$ cat src/include/gpp_cfg.svh
// Register offsets, reset values and register count for the port block.
`ifndef GPP_CFG_SVH
`define GPP_CFG_SVH
`define GPP_ADDR_PORT_ONE_DATA 8'h90
`define GPP_ADDR_PORT_TWO_DATA 8'hA0
`define GPP_ADDR_PORT_ZERO_MDOUT 8'hA4
`define GPP_ADDR_PORT_ONE_MDOUT 8'hA5
`define GPP_ADDR_PORT_TWO_MDOUT 8'hA6
`define GPP_ADDR_PORT_ZERO_SKIP 8'hD4
`define GPP_ADDR_PORT_ZERO_MDIN 8'hF1
`define GPP_ADDR_PORT_ONE_MDIN 8'hF2
`define GPP_ADDR_PORT_TWO_MDIN 8'hF3
`define GPP_RST_DATA 8'hFF
`define GPP_RST_MDOUT 8'h00
`define GPP_RST_MDIN 8'hFF
`define GPP_RST_SKIP 8'h00
`define GPP_NUM_REGS 9
`endif

$ cat src/include/gpp_pkg.sv
// Types shared by the port block files.
package gpp_pkg;
  typedef logic [7:0] gpp_byte_t;
  typedef logic [3:0] gpp_idx_t;
endpackage

$ cat src/rtl/gpp_regfile.sv
// Small register store for the port configuration bytes, read data registered.
`timescale 1ns/100ps
`include "gpp_cfg.svh"
module gpp_regfile (
  input wire logic core_clk,
  input wire logic reset_n,
  input wire logic wr_en,
  input wire gpp_pkg::gpp_idx_t wr_idx,
  input wire gpp_pkg::gpp_byte_t wr_data,
  input wire gpp_pkg::gpp_idx_t rd_idx,
  output gpp_pkg::gpp_byte_t rd_data,
  output gpp_pkg::gpp_byte_t regs_flat [`GPP_NUM_REGS]
);
  // Storage and its next value.
  gpp_pkg::gpp_byte_t mem_q [`GPP_NUM_REGS];
  gpp_pkg::gpp_byte_t mem_d [`GPP_NUM_REGS];
  gpp_pkg::gpp_byte_t rd_q;
  gpp_pkg::gpp_byte_t rd_d;

  // Reset value for each slot: data latches high, input modes high (digital), rest low.
  function automatic gpp_pkg::gpp_byte_t rst_val(input int idx);
    if (idx < 2) begin
      rst_val = `GPP_RST_DATA;
    end else if (idx < 5) begin
      rst_val = `GPP_RST_MDOUT;
    end else if (idx == 5) begin
      rst_val = `GPP_RST_SKIP;
    end else begin
      rst_val = `GPP_RST_MDIN;
    end
  endfunction

  // Next values: a write replaces one slot, others hold.
  always_comb begin
    for (int i = 0; i < `GPP_NUM_REGS; i++) begin
      mem_d[i] = mem_q[i];
    end
    if (wr_en && (int'(wr_idx) < `GPP_NUM_REGS)) begin
      mem_d[wr_idx] = wr_data;
    end
    rd_d = (int'(rd_idx) < `GPP_NUM_REGS) ? mem_q[rd_idx] : 8'h00;
  end

  // Registers only.
  always_ff @(posedge core_clk) begin
    if (!reset_n) begin
      for (int i = 0; i < `GPP_NUM_REGS; i++) begin
        mem_q[i] <= rst_val(i);
      end
      rd_q <= 8'h00;
    end else begin
      mem_q <= mem_d;
      rd_q <= rd_d;
    end
  end

  assign rd_data = rd_q;
  assign regs_flat = mem_q;
endmodule

$ cat src/rtl/gpp_port_top.sv
// General-purpose port data latches, pin readback and drive-mode control.
`timescale 1ns/100ps
`include "gpp_cfg.svh"
module gpp_port_top (
  input wire logic core_clk,
  input wire logic reset_n,
  input wire logic [7:0] sfr_addr,
  input wire logic [7:0] sfr_wdata,
  input wire logic sfr_wr,
  input wire logic sfr_rd,
  input wire logic sfr_rmw,
  output logic [7:0] sfr_rdata,
  output logic sfr_rvalid,
  input wire logic crossbar_global_enable,
  input wire logic [7:0] port_one_pin_in,
  input wire logic [7:0] port_two_pin_in,
  output logic [7:0] port_one_pin_out,
  output logic [7:0] port_one_pin_oe,
  output logic [7:0] port_two_pin_out,
  output logic [7:0] port_two_pin_oe,
  output logic [7:0] port_zero_crossbar_bypass,
  output logic [7:0] port_zero_analog_select,
  output logic [7:0] port_zero_output_drive_mode
);
  // Slot numbers inside the register store.
  localparam gpp_pkg::gpp_idx_t IDX_P1 = 4'h0;
  localparam gpp_pkg::gpp_idx_t IDX_P2 = 4'h1;
  localparam gpp_pkg::gpp_idx_t IDX_M0 = 4'h2;
  localparam gpp_pkg::gpp_idx_t IDX_M1 = 4'h3;
  localparam gpp_pkg::gpp_idx_t IDX_M2 = 4'h4;
  localparam gpp_pkg::gpp_idx_t IDX_SK = 4'h5;
  localparam gpp_pkg::gpp_idx_t IDX_A0 = 4'h6;
  localparam gpp_pkg::gpp_idx_t IDX_A1 = 4'h7;
  localparam gpp_pkg::gpp_idx_t IDX_A2 = 4'h8;
  localparam gpp_pkg::gpp_idx_t IDX_NONE = 4'hF;

  // Maps an SFR address to a slot; unmapped addresses give IDX_NONE.
  function automatic gpp_pkg::gpp_idx_t addr_to_idx(input logic [7:0] a);
    unique case (a)
      `GPP_ADDR_PORT_ONE_DATA: addr_to_idx = IDX_P1;
      `GPP_ADDR_PORT_TWO_DATA: addr_to_idx = IDX_P2;
      `GPP_ADDR_PORT_ZERO_MDOUT: addr_to_idx = IDX_M0;
      `GPP_ADDR_PORT_ONE_MDOUT: addr_to_idx = IDX_M1;
      `GPP_ADDR_PORT_TWO_MDOUT: addr_to_idx = IDX_M2;
      `GPP_ADDR_PORT_ZERO_SKIP: addr_to_idx = IDX_SK;
      `GPP_ADDR_PORT_ZERO_MDIN: addr_to_idx = IDX_A0;
      `GPP_ADDR_PORT_ONE_MDIN: addr_to_idx = IDX_A1;
      `GPP_ADDR_PORT_TWO_MDIN: addr_to_idx = IDX_A2;
      default: addr_to_idx = IDX_NONE;
    endcase
  endfunction

  // Pin drive for one port: returns {oe, out}. An input-mode bit of zero marks an
  // analog pin, whose driver stays off whatever its latch and mode bits say.
  function automatic logic [15:0] pin_drive(input logic [7:0] latch,
                                            input logic [7:0] mode,
                                            input logic [7:0] digital,
                                            input logic en);
    logic [7:0] oe;
    logic [7:0] val;
    oe = 8'h00;
    // The output always follows the latch; only the pin's oe bit decides whether it reaches
    // the pin, so the latch stays visible on the port even while the drivers are off.
    val = latch;
    for (int i = 0; i < 8; i++) begin
      if (en && digital[i]) begin
        // A zero always pulls low; a one drives only in push-pull mode.
        oe[i] = !latch[i] || mode[i];
      end
    end
    pin_drive = {oe, val};
  endfunction

  // Readback: analog pins (input-mode bit zero) read zero, others the filtered level.
  function automatic logic [7:0] pin_read(input logic [7:0] lvl, input logic [7:0] digital);
    pin_read = lvl & digital;
  endfunction

  gpp_pkg::gpp_byte_t regs [`GPP_NUM_REGS];
  gpp_pkg::gpp_byte_t store_rdata;
  gpp_pkg::gpp_idx_t acc_idx;
  logic wr_hit;

  // Three-stage synchronisers for the asynchronous pins.
  logic [7:0] p1_s1_q, p1_s2_q, p1_s3_q, p1_lvl_q;
  logic [7:0] p2_s1_q, p2_s2_q, p2_s3_q, p2_lvl_q;
  logic [7:0] p1_lvl_d, p2_lvl_d;

  // Read path state.
  logic rd_pend_q, rd_pend_d;
  logic rmw_pend_q, rmw_pend_d;
  gpp_pkg::gpp_idx_t rd_idx_q, rd_idx_d;
  logic [7:0] rdata_q, rdata_d;
  logic rvalid_q, rvalid_d;

  // Pin output state.
  logic [7:0] p1_out_q, p1_oe_q, p2_out_q, p2_oe_q;
  logic [7:0] p1_out_d, p1_oe_d, p2_out_d, p2_oe_d;
  logic [7:0] skip_q, a0_q, m0_q;

  assign acc_idx = addr_to_idx(sfr_addr);
  assign wr_hit = sfr_wr && (acc_idx != IDX_NONE);

  // Writes land in the store and hold until the next write.
  gpp_regfile u_store (
    .core_clk(core_clk),
    .reset_n(reset_n),
    .wr_en(wr_hit),
    .wr_idx(acc_idx),
    .wr_data(sfr_wdata),
    .rd_idx(acc_idx),
    .rd_data(store_rdata),
    .regs_flat(regs)
  );

  // A pin level counts as changed once stages two and three agree.
  always_comb begin
    for (int i = 0; i < 8; i++) begin
      p1_lvl_d[i] = (p1_s2_q[i] == p1_s3_q[i]) ? p1_s3_q[i] : p1_lvl_q[i];
      p2_lvl_d[i] = (p2_s2_q[i] == p2_s3_q[i]) ? p2_s3_q[i] : p2_lvl_q[i];
    end
  end

  // Read sequencing: the store answers one cycle later, so the address is held.
  always_comb begin
    rd_pend_d = sfr_rd && (acc_idx != IDX_NONE);
    rmw_pend_d = sfr_rmw;
    rd_idx_d = acc_idx;
    rvalid_d = rd_pend_q || (sfr_rd && acc_idx == IDX_NONE && !rd_pend_q);
    rdata_d = 8'h00;
    if (rd_pend_q) begin
      if (rmw_pend_q) begin
        rdata_d = store_rdata;
      end else if (rd_idx_q == IDX_P1) begin
        rdata_d = pin_read(p1_lvl_q, regs[IDX_A1]);
      end else if (rd_idx_q == IDX_P2) begin
        rdata_d = pin_read(p2_lvl_q, regs[IDX_A2]);
      end else begin
        rdata_d = store_rdata;
      end
    end
  end

  // Pin drive from latch, mode and input-mode bits, gated by the crossbar enable.
  // The enable comes from logic on this clock, so it needs no synchroniser stages.
  always_comb begin
    {p1_oe_d, p1_out_d} = pin_drive(regs[IDX_P1], regs[IDX_M1], regs[IDX_A1],
                                    crossbar_global_enable);
    {p2_oe_d, p2_out_d} = pin_drive(regs[IDX_P2], regs[IDX_M2], regs[IDX_A2],
                                    crossbar_global_enable);
  end

  // All registers of the top level; outputs come straight from these.
  always_ff @(posedge core_clk) begin
    if (!reset_n) begin
      p1_s1_q <= 8'h00;
      p1_s2_q <= 8'h00;
      p1_s3_q <= 8'h00;
      p1_lvl_q <= 8'h00;
      p2_s1_q <= 8'h00;
      p2_s2_q <= 8'h00;
      p2_s3_q <= 8'h00;
      p2_lvl_q <= 8'h00;
      rd_pend_q <= 1'b0;
      rmw_pend_q <= 1'b0;
      rd_idx_q <= IDX_NONE;
      rdata_q <= 8'h00;
      rvalid_q <= 1'b0;
      p1_out_q <= 8'h00;
      p1_oe_q <= 8'h00;
      p2_out_q <= 8'h00;
      p2_oe_q <= 8'h00;
      skip_q <= `GPP_RST_SKIP;
      a0_q <= `GPP_RST_MDIN;
      m0_q <= `GPP_RST_MDOUT;
    end else begin
      p1_s1_q <= port_one_pin_in;
      p1_s2_q <= p1_s1_q;
      p1_s3_q <= p1_s2_q;
      p1_lvl_q <= p1_lvl_d;
      p2_s1_q <= port_two_pin_in;
      p2_s2_q <= p2_s1_q;
      p2_s3_q <= p2_s2_q;
      p2_lvl_q <= p2_lvl_d;
      rd_pend_q <= rd_pend_d;
      rmw_pend_q <= rmw_pend_d;
      rd_idx_q <= rd_idx_d;
      rdata_q <= rdata_d;
      rvalid_q <= rvalid_d;
      p1_out_q <= p1_out_d;
      p1_oe_q <= p1_oe_d;
      p2_out_q <= p2_out_d;
      p2_oe_q <= p2_oe_d;
      skip_q <= regs[IDX_SK];
      a0_q <= regs[IDX_A0];
      m0_q <= regs[IDX_M0];
    end
  end

  assign sfr_rdata = rdata_q;
  assign sfr_rvalid = rvalid_q;
  assign port_one_pin_out = p1_out_q;
  assign port_one_pin_oe = p1_oe_q;
  assign port_two_pin_out = p2_out_q;
  assign port_two_pin_oe = p2_oe_q;
  assign port_zero_crossbar_bypass = skip_q;
  assign port_zero_analog_select = a0_q;
  assign port_zero_output_drive_mode = m0_q;
endmodule

$ cat config.mk
export PLATFORM = sky130hd
export DESIGN_NAME = gpp_port_top
export DESIGN_NICKNAME = d
export VERILOG_FILES = /design/src/include/gpp_pkg.sv /design/src/rtl/gpp_regfile.sv /design/src/rtl/gpp_port_top.sv
export VERILOG_INCLUDE_DIRS = /design/src /design/src/include
export SDC_FILE = /design/constraint.sdc
export NUM_CORES = 1
export LEC_CHECK = 0
export BUFFER_PORTS_ARGS = -buffer_cell sky130_fd_sc_hd__buf_2
export CORE_MARGIN = 3
export CORE_UTILIZATION = 55
export CTS_BUF_LIST = sky130_fd_sc_hd__clkbuf_8
export DETAILED_ROUTE_END_ITERATION = 10
export PLACE_DENSITY = 0.74
export SLEW_MARGIN = 20
export SYNTH_ARGS = -nofsm -noshare
export SYNTH_HDL_FRONTEND = slang
export SYNTH_SLANG_ARGS = --single-unit
$ cat constraint.sdc
create_clock -name core_clk -period 4.25 [get_ports core_clk]
set_input_delay 0.2125 -clock core_clk [delete_from_list [all_inputs] [get_ports core_clk]]
set_output_delay 0.2125 -clock core_clk [all_outputs]
set_load 0.05 [all_outputs]
==> results.py, run 1 <==
metrics = {
    "timing": {
        "rsz0062_at_grt": "no",
        "finalSetupViolations": 0,
        "setup_slack_ns": 2.17,
        "layout_min_cycle_time_ns": 2.08,
        "post-route-period-util_pct": 49.0,
        "slew_headroom_pct": 39.2,
        "max_freq_mhz": 480,
        "hold_viol": 0,
        "drv_slew": 0,
        "worstMarginPinSlew_ns": 0.906,
        "setup-tns-final_ns": 0,
        "skew_ns": 0.0118,
    },
    "detailed_routing": {
        "vias": 5858,
        "drt-wirelength-per-cell_um": 18.2,
        "topRoutingLayerUsed": "met4",
        "drtIter0Drc": 363,
        "wl_um": 19400,
        "wl_met2_um": 9450,
        "met1Wirelength_um": 8410,
        "drc": 0,
        "met3_length_um": 927,
        "drt-pass1-iter-count": 5,
        "via_per_inst": 5.52,
        "drtAntennaViolNets": 0,
    },
    "logic_synthesis": {
        "async_flop_share_pct": 0,
        "synth_most_common_cell": "dfxtp_1",
        "synthFlopType": "dfxtp_1",
        "synth_commonest_cells": "dfxtp_1, and2_1, nand2_1, mux2i_1",
        "syn_nets": 788,
        "seq_area_frac_synth_pct": 57.2,
        "syn_area_um2": 7520,
        "yosys_register_bits": 215,
        "synth_edf_count": 0,
        "yosysTopAreaCellShare_pct": 57.2,
        "synth_cell_type_count": 43,
        "avgSynthCellArea_um2": 10.0,
        "ys_top_cells_by_area": "dfxtp_1, and2_1, mux2i_1",
        "ys_warn_count": 0,
        "syn_inst": 750,
        "yosys.area.top_type": "dfxtp_1",
    },
    "placement": {
        "place_inst": 986,
        "place_area_um2": 8090,
        "pre_cts_ws_ns": 1.67,
        "portBuffers": 102,
        "gp_congestion": 0.914,
        "dp_hpwl_um": 13200,
    },
    "global_routing": {
        "first_global_vias": 5842,
        "grt_overflow_total": 0,
        "grt_pass1_wl_um": 30500,
        "grt_use_total_pct": 26.2,
        "grt_max_degree": 86,
        "antenna_found_initial": 0,
    },
    "setup_path": {
        "r2r_setup_slack_ns": 2.72,
        "crit_fanout": 10,
        "rr_worst_depth": 4,
        "r2r_end": "sfr_rdata[6]",
        "worstSetupPathType": "input port to flip-flop",
        "critical_path_required_ns": 4.62,
        "critPathCaptureType": "flip-flop",
        "critPathArrivalTime_ns": 2.45,
        "rr_startpoint": "rd_idx_q[3]",
        "start_kind": "input port",
    },
    "floorplanning": {
        "pin_count": 103,
        "num_rows": 42,
        "die_h_um": 123,
        "core_um2": 13300,
        "die-area_um2": 15100,
        "fp.dieW_um": 123,
        "initial_core_util_pct": 56.6,
    },
    "cts": {
        "h-tree-depth": 2,
        "clock_latency_ns": 0.51,
        "clock_path_buffers": 3,
        "root_buffer": "clkbuf_8",
        "path_clk_slew_ns": 0.06,
        "cts_inserted_buffers": 35,
        "post-cts-setup-buffer-count": 0,
        "clock-sinks": 215,
        "cts_tree": "done",
        "hold_buffers": 18,
        "ctsResizeCount": 0,
    },
    "min_path": {
        "min_from": "sfr_wdata[6]",
        "min_path_cells": 3,
        "min_path_type": "input port to flip-flop",
        "hold_end": "u_store.regs_flat[30]",
    },
    "finish": {
        "final_nets": 903,
        "drive_gt1_share_pct": 18.8,
        "fin_cells": 1062,
        "area_growth_syn_to_layout_pct": 19.3,
        "antenna_cells": 0,
        "nFillCells": 1043,
        "largest_register_ffs": 72,
        "fin_area_um2": 8980,
    },
    "pwr": {
        "powerDensity_nw_per_um2": 445,
        "peakVddDrop_v": 0.000259,
        "p_leak_uw": 0.00381,
    },
    "run": {
        "cap_violations": 0,
    },
    "status": {
        "outcome": "finished clean",
    },
}
[report_power, final]
| part | switching [uW] | total, uW | internal (uW) | leakage, uW |
|---|---|---|---|---|
| Combinational | 118 | 178 | 59.8 | 0.00167 |
| Clock | 757 | 1760 | 1000 | 0.000394 |
| Sequential | 11.4 | 2060 | 2050 | 0.00175 |
| Total | 886 | 4000 | 3110 | 0.00381 |
[critical path: stages]
cell and delay [ns]:
buf_2 0.12, nor2b_1 0.35, nand4b_1 0.18, a21oi_1 0.69
and3_1 0.60, mux2i_1 0.25, nor2_1 0.05
[cell type report]
cell class	count	area, um^2	share of cell area, %
flip-flops and latches	215	4300	47.9
clock inverters	13	81.3	0.906
repair buffers	123	716	7.97
inverters	2	7.51	0.0836
clock buffers	45	619	6.90
multi-input cells	488	3030	33.8
well taps	176	220	2.45
[per-layer routing]
metal | vias to the layer above | global-route usage [%]
met1 | 2803 | 33.6
li1 | 2809 | -
met3 | 47 | 4.57
met4 | 0 | 10.9
met5 | - | 0
met2 | 199 | 43.6
[worst max path at each step]
stage	from	slack [ns]	end	cells past startpoint
2_1_floorplan	sfr_addr[2]	2.37	u_store.regs_flat[54]	8
3_3_place_gp	sfr_addr[2]	1.77	u_store.regs_flat[55]	7
3_5_place_dp	sfr_addr[5]	1.67	u_store.regs_flat[55]	7
4_1_cts	sfr_addr[5]	2.21	u_store.regs_flat[53]	7
5_1_grt	sfr_addr[5]	1.95	u_store.regs_flat[48]	7
6_report	sfr_addr[5]	2.17	u_store.regs_flat[51]	7
[placed cells by master (no fill, tap or decap), types with 27 or more instances in the layout]
| cell type | count |
|---|---|
| nand3_1 | 38 |
| buf_2 | 101 |
| clkbuf_8 | 45 |
| o21ai_0 | 27 |
| and2_1 | 93 |
| nand2_1 | 80 |
| a21oi_1 | 28 |
| nand2b_1 | 27 |
| mux2i_1 | 56 |
| dfxtp_1 | 215 |
| nor2_1 | 38 |
[per-stage QoR]
step / hold slack [ns] / utilization, % / total power (uW)
after floorplan: 0.340 / - / 2210
final: 0.0673 / 67.5 / 4000
after detailed placement: 0.421 / 60.8 / 2270
after global routing: 0.0730 / 67.5 / 4130
after global placement: 0.416 / 60.8 / 2260
after CTS: 0.0471 / 67.4 / 4030
[cell families after synthesis]
kind of cell / after synthesis / synth area share, %
muxes: 56 / 7.45
buffers and inverters: 47 / 2.76
DFF: 215 / 57.2
and+or+nand+nor: 321 / 22.8
AOI/OAI and AO/OA: 111 / 9.79
(Power assumes the default switching activity.)
==> run 2, diff against run 1 <==
--- a/config.mk
+++ b/config.mk
@@ -8,7 +8,7 @@
 export LEC_CHECK = 0
 export BUFFER_PORTS_ARGS = -buffer_cell sky130_fd_sc_hd__buf_2
 export CORE_MARGIN = 3
-export CORE_UTILIZATION = 55
+export CORE_UTILIZATION = 53
 export CTS_BUF_LIST = sky130_fd_sc_hd__clkbuf_8
 export DETAILED_ROUTE_END_ITERATION = 10
 export PLACE_DENSITY = 0.74
==> constraint.sdc (replaced) <==
create_clock -name core_clk -period 1.7 [get_ports core_clk]
set_input_delay 0.085 -clock core_clk [delete_from_list [all_inputs] [get_ports core_clk]]
set_output_delay 0.085 -clock core_clk [all_outputs]
set_load 0.05 [all_outputs]
==> run 2 against run 1 <==
Compared with the run above:
- worst hold slack gained 0.064 ns
- die area grew 3.6%
- critical path depth is the same
- utilization grew 3.6 points
- power grew to 2.6 times the previous value
- sequential power grew 150%
- clock skew is essentially flat
- register-to-register slack lost 2.3 ns
- global-route usage shrank 2.1 points
==> results.py, run 2 (synthesized netlist as in run 1, its figures left out) <==
metrics = {
    "timing": {
        "worstMarginPinSlew_ns": 0.545,
        "slew_headroom_pct": 63.6,
        "setup_slack_ns": 0.111,
        "drv_slew": 0,
        "hold_viol": 0,
        "skew_ns": 0.0118,
        "layout_min_cycle_time_ns": 1.59,
        "max_freq_mhz": 629,
        "finalSetupViolations": 0,
        "whs_ns": 0.131,
        "rsz0062_at_grt": "no",
        "post-route-period-util_pct": 93.4,
    },
    "pwr": {
        "powerDensity_nw_per_um2": 1080,
        "swShare_pct": 21.9,
        "p_int_uw": 8140,
        "peakVddDrop_v": 0.000615,
        "pwr-share-comb_pct": 4.8,
        "p_leak_uw": 0.00414,
        "power_frac_clock_pct": 45.8,
        "power_uw": 10400,
        "power_frac_seq_pct": 49.4,
        "p_sw_uw": 2280,
    },
    "cts": {
        "root_buffer": "clkbuf_8",
        "cts_inserted_buffers": 35,
        "path_clk_slew_ns": 0.06,
        "h-tree-depth": 2,
        "clock_path_buffers": 3,
        "clock_latency_ns": 0.51,
        "cts_tree": "done",
        "clock-sinks": 215,
    },
    "finish": {
        "multiInputGateArea_um2": 3040,
        "drive_gt1_share_pct": 22.7,
        "nFillCells": 1058,
        "largest_register_ffs": 72,
        "final_common_cell": "dfxtp_1",
        "mostFrequentLayoutCells": "dfxtp_1, buf_2, and2_1",
        "area_growth_syn_to_layout_pct": 28.2,
        "antenna_cells": 0,
        "seq_area_um2": 4300,
        "final_nets": 959,
    },
    "detailed_routing": {
        "drt-wirelength-per-cell_um": 17.0,
        "drt-pass1-iter-count": 5,
        "drtIter0Drc": 584,
        "drc": 0,
        "drtAntennaViolNets": 0,
        "via_per_inst": 5.41,
        "vias": 6071,
        "wl_um": 19100,
    },
    "setup_path": {
        "critical_path_required_ns": 2.07,
        "crit_fanout": 10,
        "worstSetupPathType": "input port to flip-flop",
        "critPathArrivalTime_ns": 1.95,
        "critPathCaptureType": "flip-flop",
        "start_kind": "input port",
    },
    "global_routing": {
        "grt_pass1_wl_um": 30500,
        "first_global_vias": 6006,
        "grt_use_total_pct": 24.1,
        "grt_max_degree": 64,
        "grt_overflow_total": 0,
        "antenna_found_initial": 0,
    },
    "min_path": {
        "min_path_type": "input port to flip-flop",
    },
    "floorplanning": {
        "fp.dieW_um": 125,
        "initial_core_util_pct": 55.5,
        "pin_count": 103,
        "die_h_um": 125,
        "core_um2": 13600,
        "num_rows": 42,
        "die-area_um2": 15700,
    },
    "run": {
        "cap_violations": 0,
    },
    "placement": {
        "dp_hpwl_um": 13200,
        "gp_congestion": 0.939,
        "pre_cts_ws_ns": -0.475,
        "portBuffers": 102,
    },
    "status": {
        "outcome": "finished clean",
    },
}
==> run 2: changes by cell type in the layout (fill, tap and decap cells not counted), sizes merged <==
cell         before  now
dlygate4sd3      18   35
clkbuf           45   48
buf             105  144
bufinv            1    2
clkinv            3    4
==> run 2: critical path: stages <==
cell,delay (ns)
dlygate4sd3_1,0.54
buf_4,0.18
and4_1,0.27
and2_1,0.23
a221o_1,0.26
a221oi_1,0.25
o22ai_1,0.15
==> run 2: power groups by stage <==
stage	sequential, uW	clock [uW]	combinational, uW
5_1_grt	5150	5120	541
3_3_place_gp	5250	0	427
4_1_cts	5140	4860	492
6_report	5140	4770	502
2_1_floorplan	5330	0	204
3_5_place_dp	5250	0	440
==> run 2: timing repair <==
action,4_1_cts,5_1_grt
gates resized for setup,0,1
endpoints found under the setup margin,0,9
hold buffers,35,0
buffers inserted,0,1
hold endpoints to repair,70,0
==> run 2: final timing paths <==
kind,to,cells past startpoint,slack [ns],from
setup / recovery,u_store.rd_data[1],7,0.11,reset_n
hold / removal,rd_idx_q[2],4,0.13,sfr_addr[6]
setup reg to reg,u_store.rd_data[1],4,0.41,u_store.regs_flat[1]
hold reg to reg,p1_s2_q[7],1,0.43,p1_s1_q[7]
==> run 2: layer usage <==
| metal | share of wire, % | GRT usage (%) | vias to the layer above | routed length [um] |
|---|---|---|---|---|
| met3 | 6.2 | 4.61 | 43 | 1180 |
| li1 | - | - | 2920 | - |
| met2 | 50 | 41.9 | 206 | 9490 |
| met1 | 42 | 29.9 | 2902 | 8010 |
| met4 | 2.0 | 8.48 | 0 | 388 |
| met5 | 0 | 0 | - | 0 |
==> run 2: per-stage QoR <==
step | cell area, um^2 | instances | TNS (ns) | util (%)
6_report | 9640 | 1123 | 0 | 71.1
5_1_grt | 9640 | 1123 | 0 | 71.1
4_1_cts | 9620 | 1122 | 0 | 70.9
3_5_place_dp | 8490 | 1024 | -4.69 | 62.6
3_3_place_gp | 8490 | 1024 | -3.37 | 62.6
2_1_floorplan | 7540 | 750 | 0 | -
==> run 2: final cells by class <==
cell class	instances	area share (%)
clock buffer	48	6.85
clock inverter	15	1.22
inverter	2	0.0779
multi-input combinational	488	31.5
sequential	215	44.6
tap	176	2.28
timing repair buffer	179	13.4
==> run 3, diff against run 2 <==
--- a/config.mk
+++ b/config.mk
@@ -6,12 +6,13 @@
 export SDC_FILE = /design/constraint.sdc
 export NUM_CORES = 1
 export LEC_CHECK = 0
+export ABC_AREA = 1
 export BUFFER_PORTS_ARGS = -buffer_cell sky130_fd_sc_hd__buf_2
 export CORE_MARGIN = 3
-export CORE_UTILIZATION = 53
+export CORE_UTILIZATION = 54
 export CTS_BUF_LIST = sky130_fd_sc_hd__clkbuf_8
 export DETAILED_ROUTE_END_ITERATION = 10
-export PLACE_DENSITY = 0.74
+export PLACE_DENSITY = 0.75
 export SLEW_MARGIN = 20
 export SYNTH_ARGS = -nofsm -noshare
 export SYNTH_HDL_FRONTEND = slang
==> run 3 against run 2 <==
Compared with the run above:
- area after synthesis grew 6.3%
- worst hold slack got worse by 0.069 ns
- via count rose by 18%
- sequential cell count stayed put
- global-route usage grew 2.0 points
- register-to-register slack worse by 0.18 ns
- highest routed layer unchanged
- first-iteration DRC count increased by 14%
- critical path type unchanged
- count of clock-buffer cells in the layout is 3 lower
- clock power up 4%
- final area is 3.3% higher
- sequential power about the same
- wire length is 10% higher
==> results.py, run 3 <==
metrics = {
    "timing": {
        "drv_slew": 0,
        "rsz0062_at_grt": "no",
        "worstMarginPinSlew_ns": 0.727,
        "slew_headroom_pct": 50.3,
        "setup_slack_ns": 0.169,
        "whs_ns": 0.0621,
        "max_freq_mhz": 653,
        "finalSetupViolations": 0,
        "layout_min_cycle_time_ns": 1.53,
        "skew_ns": 0.00948,
        "post-route-period-util_pct": 90.1,
        "hold_viol": 0,
    },
    "detailed_routing": {
        "drt-wirelength-per-cell_um": 14.9,
        "drtIter0Drc": 668,
        "drtAntennaViolNets": 0,
        "vias": 7147,
        "drc": 0,
        "drt-pass1-iter-count": 6,
        "via_per_inst": 5.06,
        "wl_um": 21100,
    },
    "finish": {
        "largest_register_ffs": 72,
        "final_common_cell": "nand2_1",
        "seq_area_um2": 4300,
        "multiInputGateArea_um2": 2870,
        "final_nets": 1246,
        "fin_cells": 1413,
        "antenna_cells": 0,
        "mostFrequentLayoutCells": "nand2_1, dfxtp_1, inv_1",
        "nFillCells": 1151,
        "drive_gt1_share_pct": 18.3,
        "area_growth_syn_to_layout_pct": 24.5,
    },
    "floorplanning": {
        "die-area_um2": 16300,
        "pin_count": 103,
        "initial_core_util_pct": 56.3,
        "die_h_um": 128,
        "fp.dieW_um": 128,
        "num_rows": 43,
        "core_um2": 14200,
    },
    "logic_synthesis": {
        "synth_most_common_cell": "nand2_1",
        "seq_area_frac_synth_pct": 53.8,
        "ys_top_cells_by_area": "dfxtp_1, nand2_1, inv_1",
        "yosys.area.top_type": "dfxtp_1",
        "synthFlopType": "dfxtp_1",
        "yosys_register_bits": 215,
        "syn_inst": 1054,
        "synth_commonest_cells": "nand2_1, dfxtp_1, inv_1, nand3_1, o21ai_0",
        "syn_nets": 1092,
        "ys_warn_count": 0,
        "syn_area_um2": 8000,
        "synth_cell_type_count": 29,
        "async_flop_share_pct": 0,
        "synth_edf_count": 0,
        "avgSynthCellArea_um2": 7.59,
        "yosysTopAreaCellShare_pct": 53.8,
    },
    "setup_path": {
        "crit_slowest_cell": "or2_1",
        "critPathCaptureType": "flip-flop",
        "r2r_setup_slack_ns": 0.23,
        "worstSetupPathType": "input port to flip-flop",
        "critical_path_required_ns": 2.07,
        "crit_path_cell_trace": "buf_2, inv_2, nand2_1, nor2_1, nand2_1, nand2_1, nor2_1, nand2_1, buf_12, nand2_4, or2_1, o21ai_0, a21oi_1",
        "critPathArrivalTime_ns": 1.90,
        "crit_fanout": 16,
        "crit_top_cell": "nand2_1",
        "slowest_delay_ns": 0.42,
        "start_kind": "input port",
    },
    "global_routing": {
        "grt_max_degree": 88,
        "grt_overflow_total": 0,
        "first_global_vias": 6680,
        "grt_pass1_wl_um": 33800,
        "antenna_found_initial": 0,
        "grt_use_total_pct": 26.1,
    },
    "cts": {
        "clock_path_buffers": 3,
        "cts_tree": "done",
        "path_clk_slew_ns": 0.06,
        "clock_latency_ns": 0.51,
        "h-tree-depth": 2,
        "ctsResizeCount": 0,
        "cts_inserted_buffers": 34,
        "clock-sinks": 215,
        "root_buffer": "clkbuf_8",
    },
    "placement": {
        "gp_congestion": 0.930,
        "portBuffers": 102,
        "dp_hpwl_um": 14300,
        "pre_cts_ws_ns": -0.201,
        "place_inst": 1325,
    },
    "pwr": {
        "peakVddDrop_v": 0.000686,
        "powerDensity_nw_per_um2": 1070,
        "p_leak_uw": 0.00508,
        "power_uw": 10600,
    },
    "run": {
        "cap_violations": 0,
    },
    "min_path": {
        "min_path_type": "input port to flip-flop",
    },
    "status": {
        "outcome": "finished clean",
    },
}
run 3: changes by cell type after synthesis, sizes merged, moves of 16 or more:
cell / change
buf: +16
a21oi: +36
and3: -18
mux2i: -56
inv: +151
nand2: +237
nand3: +64
nand2b: -27
and2: -93
o21ai: +47
run 3: power breakdown:
group / total (uW) / switching [uW] / internal, uW
sequential: 5140 / 27.9 / 5110
clock: 4950 / 1970 / 2990
combinational: 532 / 355 / 177
run 3: path summary, 6_finish.rpt:
check	startpoint	to	cells past startpoint
max reg2reg	rd_idx_q[3]	sfr_rdata[3]	8
max	sfr_addr[2]	u_store.regs_flat[28]	13
min	reset_n	rd_idx_q[1]	3
min reg2reg	p1_s1_q[5]	p1_s2_q[5]	2
run 3: critical path, delay by kind of cell:
family          cells  cell delay, ns
buf+inv             3            0.28
simple gates        8            1.10
compound gates      2            0.43
run 3: cells by family after synthesis:
logic type / after synthesis / synth area share [%]
buffers and inverters: 206 / 10.4
AND/OR/NAND/NOR: 473 / 25.0
AO/OA/AOI/OAI: 160 / 10.8
flip-flops: 215 / 53.8
run 3: layout make-up:
| type | count | share of cell area (%) |
|---|---|---|
| clock buffers | 45 | 6.22 |
| clock inverters | 16 | 1.80 |
| inverters | 155 | 5.84 |
| multi-input cells | 633 | 28.8 |
| flip-flops and latches | 215 | 43.2 |
| well taps | 180 | 2.26 |
| repair buffers | 169 | 11.9 |
run 3: repair_timing:
action | in CTS | in global routing
hold buffers | 27 | 0
hold endpoints to repair | 66 | 0
endpoints found under the setup margin | 0 | 0
buffers inserted | 0 | 0
run 3: per-stage QoR:
step	TNS (ns)	utilization (%)	instance area, um^2
2_1_floorplan	0	-	8000
3_3_place_gp	-2.63	62.6	8890
3_5_place_dp	-5.76	62.6	8890
4_1_cts	0	70.1	9960
5_1_grt	0	70.1	9960
6_report	0	70.1	9960
run 3: metal layers:
metal	vias to the layer above	GRT usage (%)	wire length [um]
li1	3622	-	-
met1	3220	34.6	9390
met2	255	42.0	9690
met3	50	6.21	1410
met4	0	9.05	563
met5	-	0	0
